`src/design/pmc_map.svh`:
```
// register map, field positions and reset values of the pwm master control
// Behaviour
// - shutdown bit clear forces pwm outputs off immediately, adc trigger not gated
// - shutdown bit set restores modulator at reload
// - override select gates outputs per override bit
// - alignment bit: 0 edge, 1 center aligned
// - adc trigger pulses only while enable bit set
// - ready at reload copies holding into working
// - not ready at reload keeps working values
// - new duty takes effect only at reload
// - reload every 1,2,4,8 periods per field
`ifndef PMC_MAP_SVH
`define PMC_MAP_SVH

`define PMC_ADDR_W        24
`define PMC_OFS_CTL       24'hffe380
`define PMC_OFS_OVR       24'hffe384
`define PMC_OFS_CFG       24'hffe388
`define PMC_OFS_PERIOD    24'hffe38c
`define PMC_OFS_DUTY0     24'hffe390
`define PMC_OFS_DUTY1     24'hffe394
`define PMC_OFS_DUTY2     24'hffe398
`define PMC_OFS_STATUS    24'hffe39c

`define PMC_CTL_SHUTDOWN  7
`define PMC_CTL_OVR_SEL   6
`define PMC_CTL_ALIGN     5
`define PMC_CTL_ADC_EN    3
`define PMC_CTL_READY     1
`define PMC_CTL_ENABLE    0
`define PMC_CTL_RESET     8'h00

`define PMC_CFG_PRES_LSB  0
`define PMC_CFG_RLF_LSB   6
`define PMC_CFG_RESET     8'h00
`define PMC_OVR_RESET     6'h00
`define PMC_PERIOD_RESET  12'hfff
`define PMC_DUTY_RESET    14'h0000
`define PMC_DUTY_SIGN     13
`define PMC_MIN_PERIOD    12'h001
`define PMC_OFF_LEVEL     6'h00

`define PMC_STAT_MOD_LSB  16
`define PMC_STAT_RUN_LSB  17

`define PMC_RESP_OKAY     2'h0
`define PMC_RESP_SLVERR   2'h2

`endif

```
`src/design/pmc_pkg.sv`:
```
// types shared by the pwm master control modules
package pmc_pkg;

    typedef logic [11:0] pmc_cnt_t;
    typedef logic [13:0] pmc_duty_t;

    typedef enum logic {
        PMC_EDGE   = 1'b0,
        PMC_CENTER = 1'b1
    } pmc_align_e;

    typedef struct packed {
        pmc_align_e  align;
        pmc_cnt_t    period;
        logic [1:0]  prescale;
        logic [1:0]  reload_frequency_sel;
    } pmc_tb_cfg_s;

    typedef struct packed {
        pmc_cnt_t    count;
        logic        period_end;
        logic        reload;
    } pmc_tb_evt_s;

    typedef struct packed {
        logic [23:0] awaddr;
        logic        awvalid;
        logic [31:0] wdata;
        logic [3:0]  wstrb;
        logic        wvalid;
        logic        bready;
        logic [23:0] araddr;
        logic        arvalid;
        logic        rready;
    } pmc_axi_req_s;

    typedef struct packed {
        logic        awready;
        logic        wready;
        logic [1:0]  bresp;
        logic        bvalid;
        logic        arready;
        logic [31:0] rdata;
        logic [1:0]  rresp;
        logic        rvalid;
    } pmc_axi_rsp_s;

    // divide-by-2^code expressed as a terminal count
    function automatic logic [2:0] pmc_mask(input logic [1:0] code);
        unique case (code)
            2'h0:    pmc_mask = 3'h0;
            2'h1:    pmc_mask = 3'h1;
            2'h2:    pmc_mask = 3'h3;
            2'h3:    pmc_mask = 3'h7;
        endcase
    endfunction

    function automatic logic [31:0] pmc_merge(input logic [31:0] old_v,
                                              input logic [31:0] new_v,
                                              input logic [3:0]  strb);
        pmc_merge = old_v;
        for (int b = 0; b < 4; b++)
        begin
            if (strb[b])
                pmc_merge[b*8 +: 8] = new_v[b*8 +: 8];
        end
    endfunction

endpackage

```
`src/design/pmc_top.sv`:
```
// pwm master control: axi4-lite registers, double buffering, output gating
`timescale 1ns/1ps
`default_nettype none
`include "pmc_map.svh"

module pmc_top
    import pmc_pkg::*;
(
    input  wire logic         aclk,
    input  wire logic         aresetn,
    input  wire pmc_axi_req_s axi_req,
    output var  pmc_axi_rsp_s axi_rsp,
    output var  logic [5:0]   pwm_out,
    output var  logic         adc_trigger
);

    typedef struct packed {
        logic                  awready;
        logic                  wready;
        logic                  bvalid;
        logic [1:0]            bresp;
        logic                  arready;
        logic                  rvalid;
        logic [1:0]            rresp;
        logic [31:0]           rdata;
        logic                  aw_held;
        logic                  w_held;
        logic [23:0]           waddr;
        logic [31:0]           wdata;
        logic [3:0]            wstrb;
        logic [7:0]            ctl;
        logic [5:0]            ovr;
        logic [7:0]            cfg;
        pmc_cnt_t              period_h;
        logic [2:0][13:0]      duty_h;
        logic [1:0]            pres_w;
        pmc_cnt_t              period_w;
        logic [2:0][13:0]      duty_w;
        logic                  mod_ctl;
        logic [5:0]            pwm;
        logic                  adc;
    } pmc_top_st_s;

    pmc_top_st_s q;
    pmc_top_st_s d;
    pmc_tb_evt_s evt;
    pmc_tb_cfg_s tb_cfg;
    logic [2:0]  mod_on;

    assign tb_cfg = '{align:    pmc_align_e'(q.ctl[`PMC_CTL_ALIGN]),
                      period:   q.period_w,
                      prescale: q.pres_w,
                      reload_frequency_sel: q.cfg[`PMC_CFG_RLF_LSB +: 2]};

    pmc_timebase u_timebase (
        .aclk    (aclk),
        .aresetn (aresetn),
        .enable  (q.ctl[`PMC_CTL_ENABLE]),
        .cfg     (tb_cfg),
        .evt     (evt)
    );

    // negative duty forces off, duty above the period forces on
    genvar gi;
    generate
        for (gi = 0; gi < 3; gi++)
        begin : g_cmp
            always_comb
            begin
                if (q.duty_w[gi][`PMC_DUTY_SIGN])
                    mod_on[gi] = 1'b0;
                else if (q.duty_w[gi] > {2'h0, q.period_w})
                    mod_on[gi] = 1'b1;
                else
                    mod_on[gi] = {2'h0, evt.count} < q.duty_w[gi];
            end
        end
    endgenerate

    function automatic logic [31:0] rd_mux(input pmc_top_st_s s,
                                           input pmc_tb_evt_s e,
                                           input logic [23:0] a);
        rd_mux = '0;
        unique case (a)
            `PMC_OFS_CTL:    rd_mux[7:0]  = s.ctl;
            `PMC_OFS_OVR:    rd_mux[5:0]  = s.ovr;
            `PMC_OFS_CFG:    rd_mux[7:0]  = s.cfg;
            `PMC_OFS_PERIOD: rd_mux[11:0] = s.period_h;
            `PMC_OFS_DUTY0:  rd_mux[13:0] = s.duty_h[0];
            `PMC_OFS_DUTY1:  rd_mux[13:0] = s.duty_h[1];
            `PMC_OFS_DUTY2:  rd_mux[13:0] = s.duty_h[2];
            `PMC_OFS_STATUS:
            begin
                rd_mux[11:0]              = e.count;
                rd_mux[`PMC_STAT_MOD_LSB] = s.mod_ctl;
                rd_mux[`PMC_STAT_RUN_LSB] = s.ctl[`PMC_CTL_ENABLE];
            end
            default:         rd_mux       = '0;
        endcase
    endfunction

    function automatic logic mapped(input logic [23:0] a);
        mapped = (a >= `PMC_OFS_CTL) && (a <= `PMC_OFS_STATUS);
    endfunction

    always_comb
    begin
        logic [23:0] ra;
        logic [31:0] m;
        logic [5:0]  pins;
        ra   = '0;
        m    = '0;
        pins = '0;
        d    = q;

        // write channels are taken independently, in either order
        if (axi_req.awvalid && q.awready)
        begin
            d.aw_held = 1'b1;
            d.waddr   = {axi_req.awaddr[23:2], 2'h0};
        end
        if (axi_req.wvalid && q.wready)
        begin
            d.w_held = 1'b1;
            d.wdata  = axi_req.wdata;
            d.wstrb  = axi_req.wstrb;
        end
        if (q.bvalid && axi_req.bready)
            d.bvalid = 1'b0;

        // reload transfer: ready consumed, a same-cycle write re-arms it
        if (evt.reload && q.ctl[`PMC_CTL_READY])
        begin
            d.pres_w   = q.cfg[`PMC_CFG_PRES_LSB +: 2];
            d.period_w = q.period_h;
            d.duty_w   = q.duty_h;
            d.ctl[`PMC_CTL_READY] = 1'b0;
        end

        if (q.aw_held && q.w_held && !q.bvalid)
        begin
            d.aw_held = 1'b0;
            d.w_held  = 1'b0;
            d.bvalid  = 1'b1;
            d.bresp   = mapped(q.waddr) ? `PMC_RESP_OKAY : `PMC_RESP_SLVERR;
            m = pmc_merge(rd_mux(q, evt, q.waddr), q.wdata, q.wstrb);
            unique case (q.waddr)
                `PMC_OFS_CTL:    d.ctl       = m[7:0];
                `PMC_OFS_OVR:    d.ovr       = m[5:0];
                `PMC_OFS_CFG:    d.cfg       = m[7:0];
                `PMC_OFS_PERIOD: d.period_h  = m[11:0];
                `PMC_OFS_DUTY0:  d.duty_h[0] = m[13:0];
                `PMC_OFS_DUTY1:  d.duty_h[1] = m[13:0];
                `PMC_OFS_DUTY2:  d.duty_h[2] = m[13:0];
                default:         d.ctl       = d.ctl;
            endcase
        end
        d.awready = !d.aw_held && !d.bvalid;
        d.wready  = !d.w_held && !d.bvalid;

        if (q.rvalid && axi_req.rready)
            d.rvalid = 1'b0;
        if (axi_req.arvalid && q.arready)
        begin
            ra       = {axi_req.araddr[23:2], 2'h0};
            d.rvalid = 1'b1;
            d.rdata  = rd_mux(q, evt, ra);
            d.rresp  = mapped(ra) ? `PMC_RESP_OKAY : `PMC_RESP_SLVERR;
        end
        d.arready = !d.rvalid;

        // shutdown is immediate, hand-back waits for the reload event
        if (!d.ctl[`PMC_CTL_SHUTDOWN])
            d.mod_ctl = 1'b0;
        else if (evt.reload && q.ctl[`PMC_CTL_SHUTDOWN])
            d.mod_ctl = 1'b1;

        // even pins are high sides, odd pins their complements;
        // no deadband here, the deadband stage sits downstream
        for (int i = 0; i < 3; i++)
        begin
            pins[2*i]   = mod_on[i];
            pins[2*i+1] = !mod_on[i];
        end
        if (d.ctl[`PMC_CTL_OVR_SEL])
            pins = (pins & ~d.ovr) | (`PMC_OFF_LEVEL & d.ovr);
        if (!d.ctl[`PMC_CTL_ENABLE] || !d.mod_ctl)
            pins = `PMC_OFF_LEVEL;
        d.pwm = pins;

        d.adc = evt.period_end && d.ctl[`PMC_CTL_ADC_EN]
                && d.ctl[`PMC_CTL_ENABLE];
    end

    always_ff @(posedge aclk)
    begin
        if (!aresetn)
        begin
            q          <= '0;
            q.ctl      <= `PMC_CTL_RESET;
            q.cfg      <= `PMC_CFG_RESET;
            q.ovr      <= `PMC_OVR_RESET;
            q.period_h <= `PMC_PERIOD_RESET;
            q.period_w <= `PMC_PERIOD_RESET;
            q.pwm      <= `PMC_OFF_LEVEL;
        end
        else
            q <= d;
    end

    assign axi_rsp = '{awready: q.awready, wready: q.wready,
                       bresp: q.bresp, bvalid: q.bvalid,
                       arready: q.arready, rdata: q.rdata,
                       rresp: q.rresp, rvalid: q.rvalid};
    assign pwm_out     = q.pwm;
    assign adc_trigger = q.adc;

endmodule
`default_nettype wire

```
`src/design/pmc_timebase.sv`:
```
// master pwm counter with prescaler, alignment and reload event divider
`timescale 1ns/1ps
`default_nettype none
`include "pmc_map.svh"

module pmc_timebase
    import pmc_pkg::*;
(
    input  wire logic        aclk,
    input  wire logic        aresetn,
    input  wire logic        enable,
    input  wire pmc_tb_cfg_s cfg,
    output var  pmc_tb_evt_s evt
);

    typedef struct packed {
        logic [2:0] pre;
        pmc_cnt_t   cnt;
        logic       down;
        logic [2:0] per;
        logic [1:0] rlf;
        logic       pend;
        logic       reload;
    } pmc_tb_st_s;

    pmc_tb_st_s q;
    pmc_tb_st_s d;
    pmc_cnt_t   pmax;

    always_comb
    begin
        d        = q;
        d.pend   = 1'b0;
        d.reload = 1'b0;
        // a zero period would never wrap; run it as the shortest period
        pmax = (cfg.period == '0) ? `PMC_MIN_PERIOD : cfg.period;
        if (!enable)
        begin
            d     = '0;
            d.rlf = cfg.reload_frequency_sel;
        end
        else if (q.pre != pmc_mask(cfg.prescale))
            d.pre = q.pre + 3'h1;
        else
        begin
            d.pre = '0;
            if (cfg.align == PMC_EDGE)
            begin
                d.down = 1'b0;
                if (q.cnt >= pmax - 12'h1)
                begin
                    d.cnt  = '0;
                    d.pend = 1'b1;
                end
                else
                    d.cnt = q.cnt + 12'h1;
            end
            else if (!q.down)
            begin
                if (q.cnt >= pmax)
                begin
                    d.down = 1'b1;
                    d.cnt  = q.cnt - 12'h1;
                end
                else
                    d.cnt = q.cnt + 12'h1;
            end
            else if (q.cnt <= 12'h1)
            begin
                d.cnt  = '0;
                d.down = 1'b0;
                d.pend = 1'b1;
            end
            else
                d.cnt = q.cnt - 12'h1;

            // frequency field only changes at a period boundary, or every clock while disabled
            if (d.pend)
            begin
                d.rlf = cfg.reload_frequency_sel;
                if (q.per == pmc_mask(q.rlf))
                begin
                    d.per    = '0;
                    d.reload = 1'b1;
                end
                else
                    d.per = q.per + 3'h1;
            end
        end
    end

    always_ff @(posedge aclk)
    begin
        if (!aresetn)
            q <= '0;
        else
            q <= d;
    end

    assign evt = '{count: q.cnt, period_end: q.pend, reload: q.reload};

endmodule
`default_nettype wire

```
`config.mk`:
```
export PLATFORM = sky130hd
export DESIGN_NAME = pmc_top
export DESIGN_NICKNAME = d
export VERILOG_FILES = /design/src/design/pmc_pkg.sv /design/src/design/pmc_top.sv /design/src/design/pmc_timebase.sv
export VERILOG_INCLUDE_DIRS = /design/src /design/src/design
export SDC_FILE = /design/constraint.sdc
export NUM_CORES = 1
export LEC_CHECK = 0
export BUFFER_PORTS_ARGS = -buffer_cell sky130_fd_sc_hd__buf_2
export CAP_MARGIN = 40
export CELL_PAD_IN_SITES_DETAIL_PLACEMENT = 1
export CELL_PAD_IN_SITES_GLOBAL_PLACEMENT = 2
export CORE_ASPECT_RATIO = 1.5
export CORE_UTILIZATION = 25
export CTS_CLUSTER_SIZE = 30
export DETAILED_ROUTE_END_ITERATION = 10
export GPL_ROUTABILITY_DRIVEN = 0
export PLACE_DENSITY_LB_ADDON = 0.05
export SYNTH_ARGS = -nofsm -noshare
export SYNTH_HDL_FRONTEND = slang
export SYNTH_SLANG_ARGS = --single-unit
```
`constraint.sdc`:
```
create_clock -name aclk -period 3.49 [get_ports aclk]
set_clock_uncertainty 0.15 [all_clocks]
set_input_delay 0.5235 -clock aclk [delete_from_list [all_inputs] [get_ports aclk]]
set_output_delay 0.5235 -clock aclk [all_outputs]
set_load 0.02 [all_outputs]
```
==> flow_summary.toml <==
[routing]
dr.pass1.iters = 4
drt_iter0_drc = 597
drtAntennaViolNets = 0
wirelength_um = 59710
routedWlPerCell_um = 23.67
routed-via-count = 12760
viasPerCell = 5.061
drc = 0

[cts]
clk_latency_ps = 570
cts_tree = "done"
hold_buffers = 0
htree_levels = 1
clockBufferDepth = 3
numCtsBuffers = 27
cts.sinks = 226
cts_root_buffer = "clkbuf_16"
path_clk_slew_ps = 60

[sta]
relSlewSlack = 0.4434
min_period_over_period = 0.9784
rsz0062_at_grt = "true"
hold_violations = 0
tns_ps = 0
worstMarginPinSlew_ps = 833.7
whs_ps = 43.66
max_freq_ghz = 0.2929
finalSetupViolations = 0
finalCriticalPeriod_ps = 3415
slew_violations = 0

[placed_design]
hpwlAfterDp_um = 47720
io_buffers = 96

[power_and_ir_drop]
ir_drop_mv = 0.2757
p_leak_nw = 6.490
powerDensity_nw_per_um2 = 360.9

[hold_path]
worstHoldPathCells = 3
hp-start = "axi_req[36]"
min_to = "q[148]"
hold_path_class = "in -> reg"

[setup_path]
cp.depth = 14
arrival_ps = 3750
cp-end-kind = "register"
critPathKind = "reg -> reg"
crit_path_start_kind = "register"
crit_buf_inv = 2
cpMaxStageDelayCell = "nor4_2"
r2r_slack_ps = 80
crit_family = "compound AO/OA/AOI/OAI gates"
reg2reg_to = "u_timebase.evt[9]"
r2r-start = "q[52]"
path_cells = "nor4_2 > a31o_4 > inv_4 > ha_4 > nand3_2 > xnor2_1 > ha_1 > a21o_1 > a211o_1 > or3_4 > a21oi_4 > buf_6 > a22oi_2 > o31ai_1"
worstPathMaxFanout = 4
crit_path_max_incr_delay_ps = 420
cp.required_ps = 3820
worstRegToRegCells = 14

[floorplan]
io_pins = 139
initial_core_util = 0.2524
fp.dieArea_um2 = 54030
std_cell_rows = 103
fp.dieW_um = 190.1
die_height_um = 284.2
core_um2 = 52580

[grt]
grt_pass1_vias = 13340
gr-usage-all-layers = 0.2218
grt_overflow = 0
grt_max_degree = 63
grt_pass1_wl_um = 88400
antenna_found_initial = 2

[logic_synthesis]
yosysWarnings = 0
synth_top_area_share = 0.3409
synth_area_um2 = 13270
syn_inst = 1691
synthTopCellsByCount = "nand2_1 (334), dfxtp_1 (226), a21oi_1 (160)"
synth_edf_count = 0
yosys.area.top_type = "dfxtp_1"
yosys.cell_types.count = 77
syn_avg_cell_area_um2 = 7.849
synthTopCellsByArea = "dfxtp_1 (34%), nand2_1 (9.4%), ha_1 (9.3%)"
async_reset_ff_frac = 0
synth-main-ff-cell = "dfxtp_1"
synth_seq_area_share = 0.3409
synth-seq-cells = 226
synth.most_common_cell = "nand2_1"

[cells_and_area]
area_growth_pct = 20.39
finish.net_count = 2012
fill_cells = 6312
layout-drive-gt1-share = 0.1788
antennaDiodeCount = 0

[status]
outcome = "finished clean"

[job]
drv_cap = 0
state kept, by name (all words and copies together), names as in the netlist:
register and cells:
q 173, adc_trigger 1, pwm_out 6, axi_rsp 23, u_timebase.q 9, u_timebase.evt 14
worst max path at each step:
stage          start           endpoint  slack (ps)
4_1_cts        q[59]  u_timebase.evt[7]          10
2_1_floorplan  q[56]  u_timebase.evt[9]          30
5_1_grt        q[56]  u_timebase.evt[9]         -60
6_report       q[52]  u_timebase.evt[9]          80
3_3_place_gp   q[56]    u_timebase.q[2]        -170
3_5_place_dp   q[56]    u_timebase.q[3]        -220
worst min-delay path, cell delays in order:
cell	delay, ps
buf_2	100
nand2_1	50
a21oi_1	50
report_power, final:
group / switching [W] / internal, W / total (W) / leakage (nW)
Sequential: 0.0000268 / 0.00261 / 0.00264 / 1.82
Combinational: 0.000219 / 0.000106 / 0.000325 / 4.26
Clock: 0.00118 / 0.00162 / 0.00280 / 0.407
Total: 0.00143 / 0.00434 / 0.00577 / 6.49
area by class of cell:
class                      instances  area, um2  share of cell area
clock buffer                      44      799.5             0.05004
timing repair buffer             222       1479             0.09255
clock inverter                     3      46.29            0.002897
inverter                          77      294.0             0.01840
sequential                       226       4529              0.2835
multi-input combinational       1268       7978              0.4993
tap                              682      853.3             0.05340
metal layers:
metal,vias to the layer above,GRT usage,share of wire
met2,227,0.4132,0.52
li1,6193,-,-
met1,6241,0.2522,0.40
met3,102,0.02037,0.027
met5,-,0,0
met4,0,0.09700,0.046
cell families after synthesis:
family | synth area share
buffers and inverters | 0.07485
other | 0.0002825
XOR/XNOR | 0.009898
adder cells (fa/ha/maj) | 0.09333
AO/OA/AOI/OAI | 0.2001
AND/OR/NAND/NOR | 0.2389
flip-flops | 0.3409
multiplexers | 0.04176
placed cells by master, fill, tap and decap left out, types with 6 or more instances in the layout:
cell	synthesis	final
and2_1	33	31
buf_2	11	99
nand3_1	61	59
clkbuf_1	74	11
mux2_2	15	15
mux2i_1	25	25
dfxtp_1	226	222
clkbuf_16	0	27
a221oi_1	7	7
o31ai_1	9	8
o211ai_1	37	37
nor2_1	78	78
buf_4	47	117
a31oi_1	19	19
a211oi_1	16	14
nor2b_1	13	13
nor3_1	36	36
conb_1	1	18
ha_1	99	98
nor4_1	17	13
nand2_1	334	333
a21o_1	9	9
nand3b_1	7	7
a21oi_1	160	159
inv_1	77	75
nor4_2	4	6
nand2b_1	23	22
o21ai_0	82	82
nand4_1	18	18
mux4_2	6	6
a22oi_1	23	21
xnor2_1	15	15
and3_1	10	10
clkbuf_8	0	6
a32oi_1	8	8
metrics by stage:
| step | cell area (um2) | total power, W | utilization | instances | setup slack [ps] |
|---|---|---|---|---|---|
| final | 15980 | 0.005767 | 0.3039 | 2522 | 75.35 |
| after global routing | 15980 | 0.005992 | 0.3039 | 2522 | -63.03 |
| after CTS | 15860 | 0.005860 | 0.3017 | 2521 | 13.94 |
| after detailed placement | 14910 | 0.003029 | 0.2835 | 2467 | -217.5 |
| after global placement | 14850 | 0.003020 | 0.2824 | 2462 | -165.4 |
| after floorplan | 13340 | 0.002907 | - | 1708 | 26.29 |
what timing repair did:
item	4_1_cts	5_1_grt
pin swaps	8	11
resized for setup	12	21
endpoints found under the setup margin	18	17
buffers inserted	7	2
No activity file was read; power rests on OpenSTA's default activity.
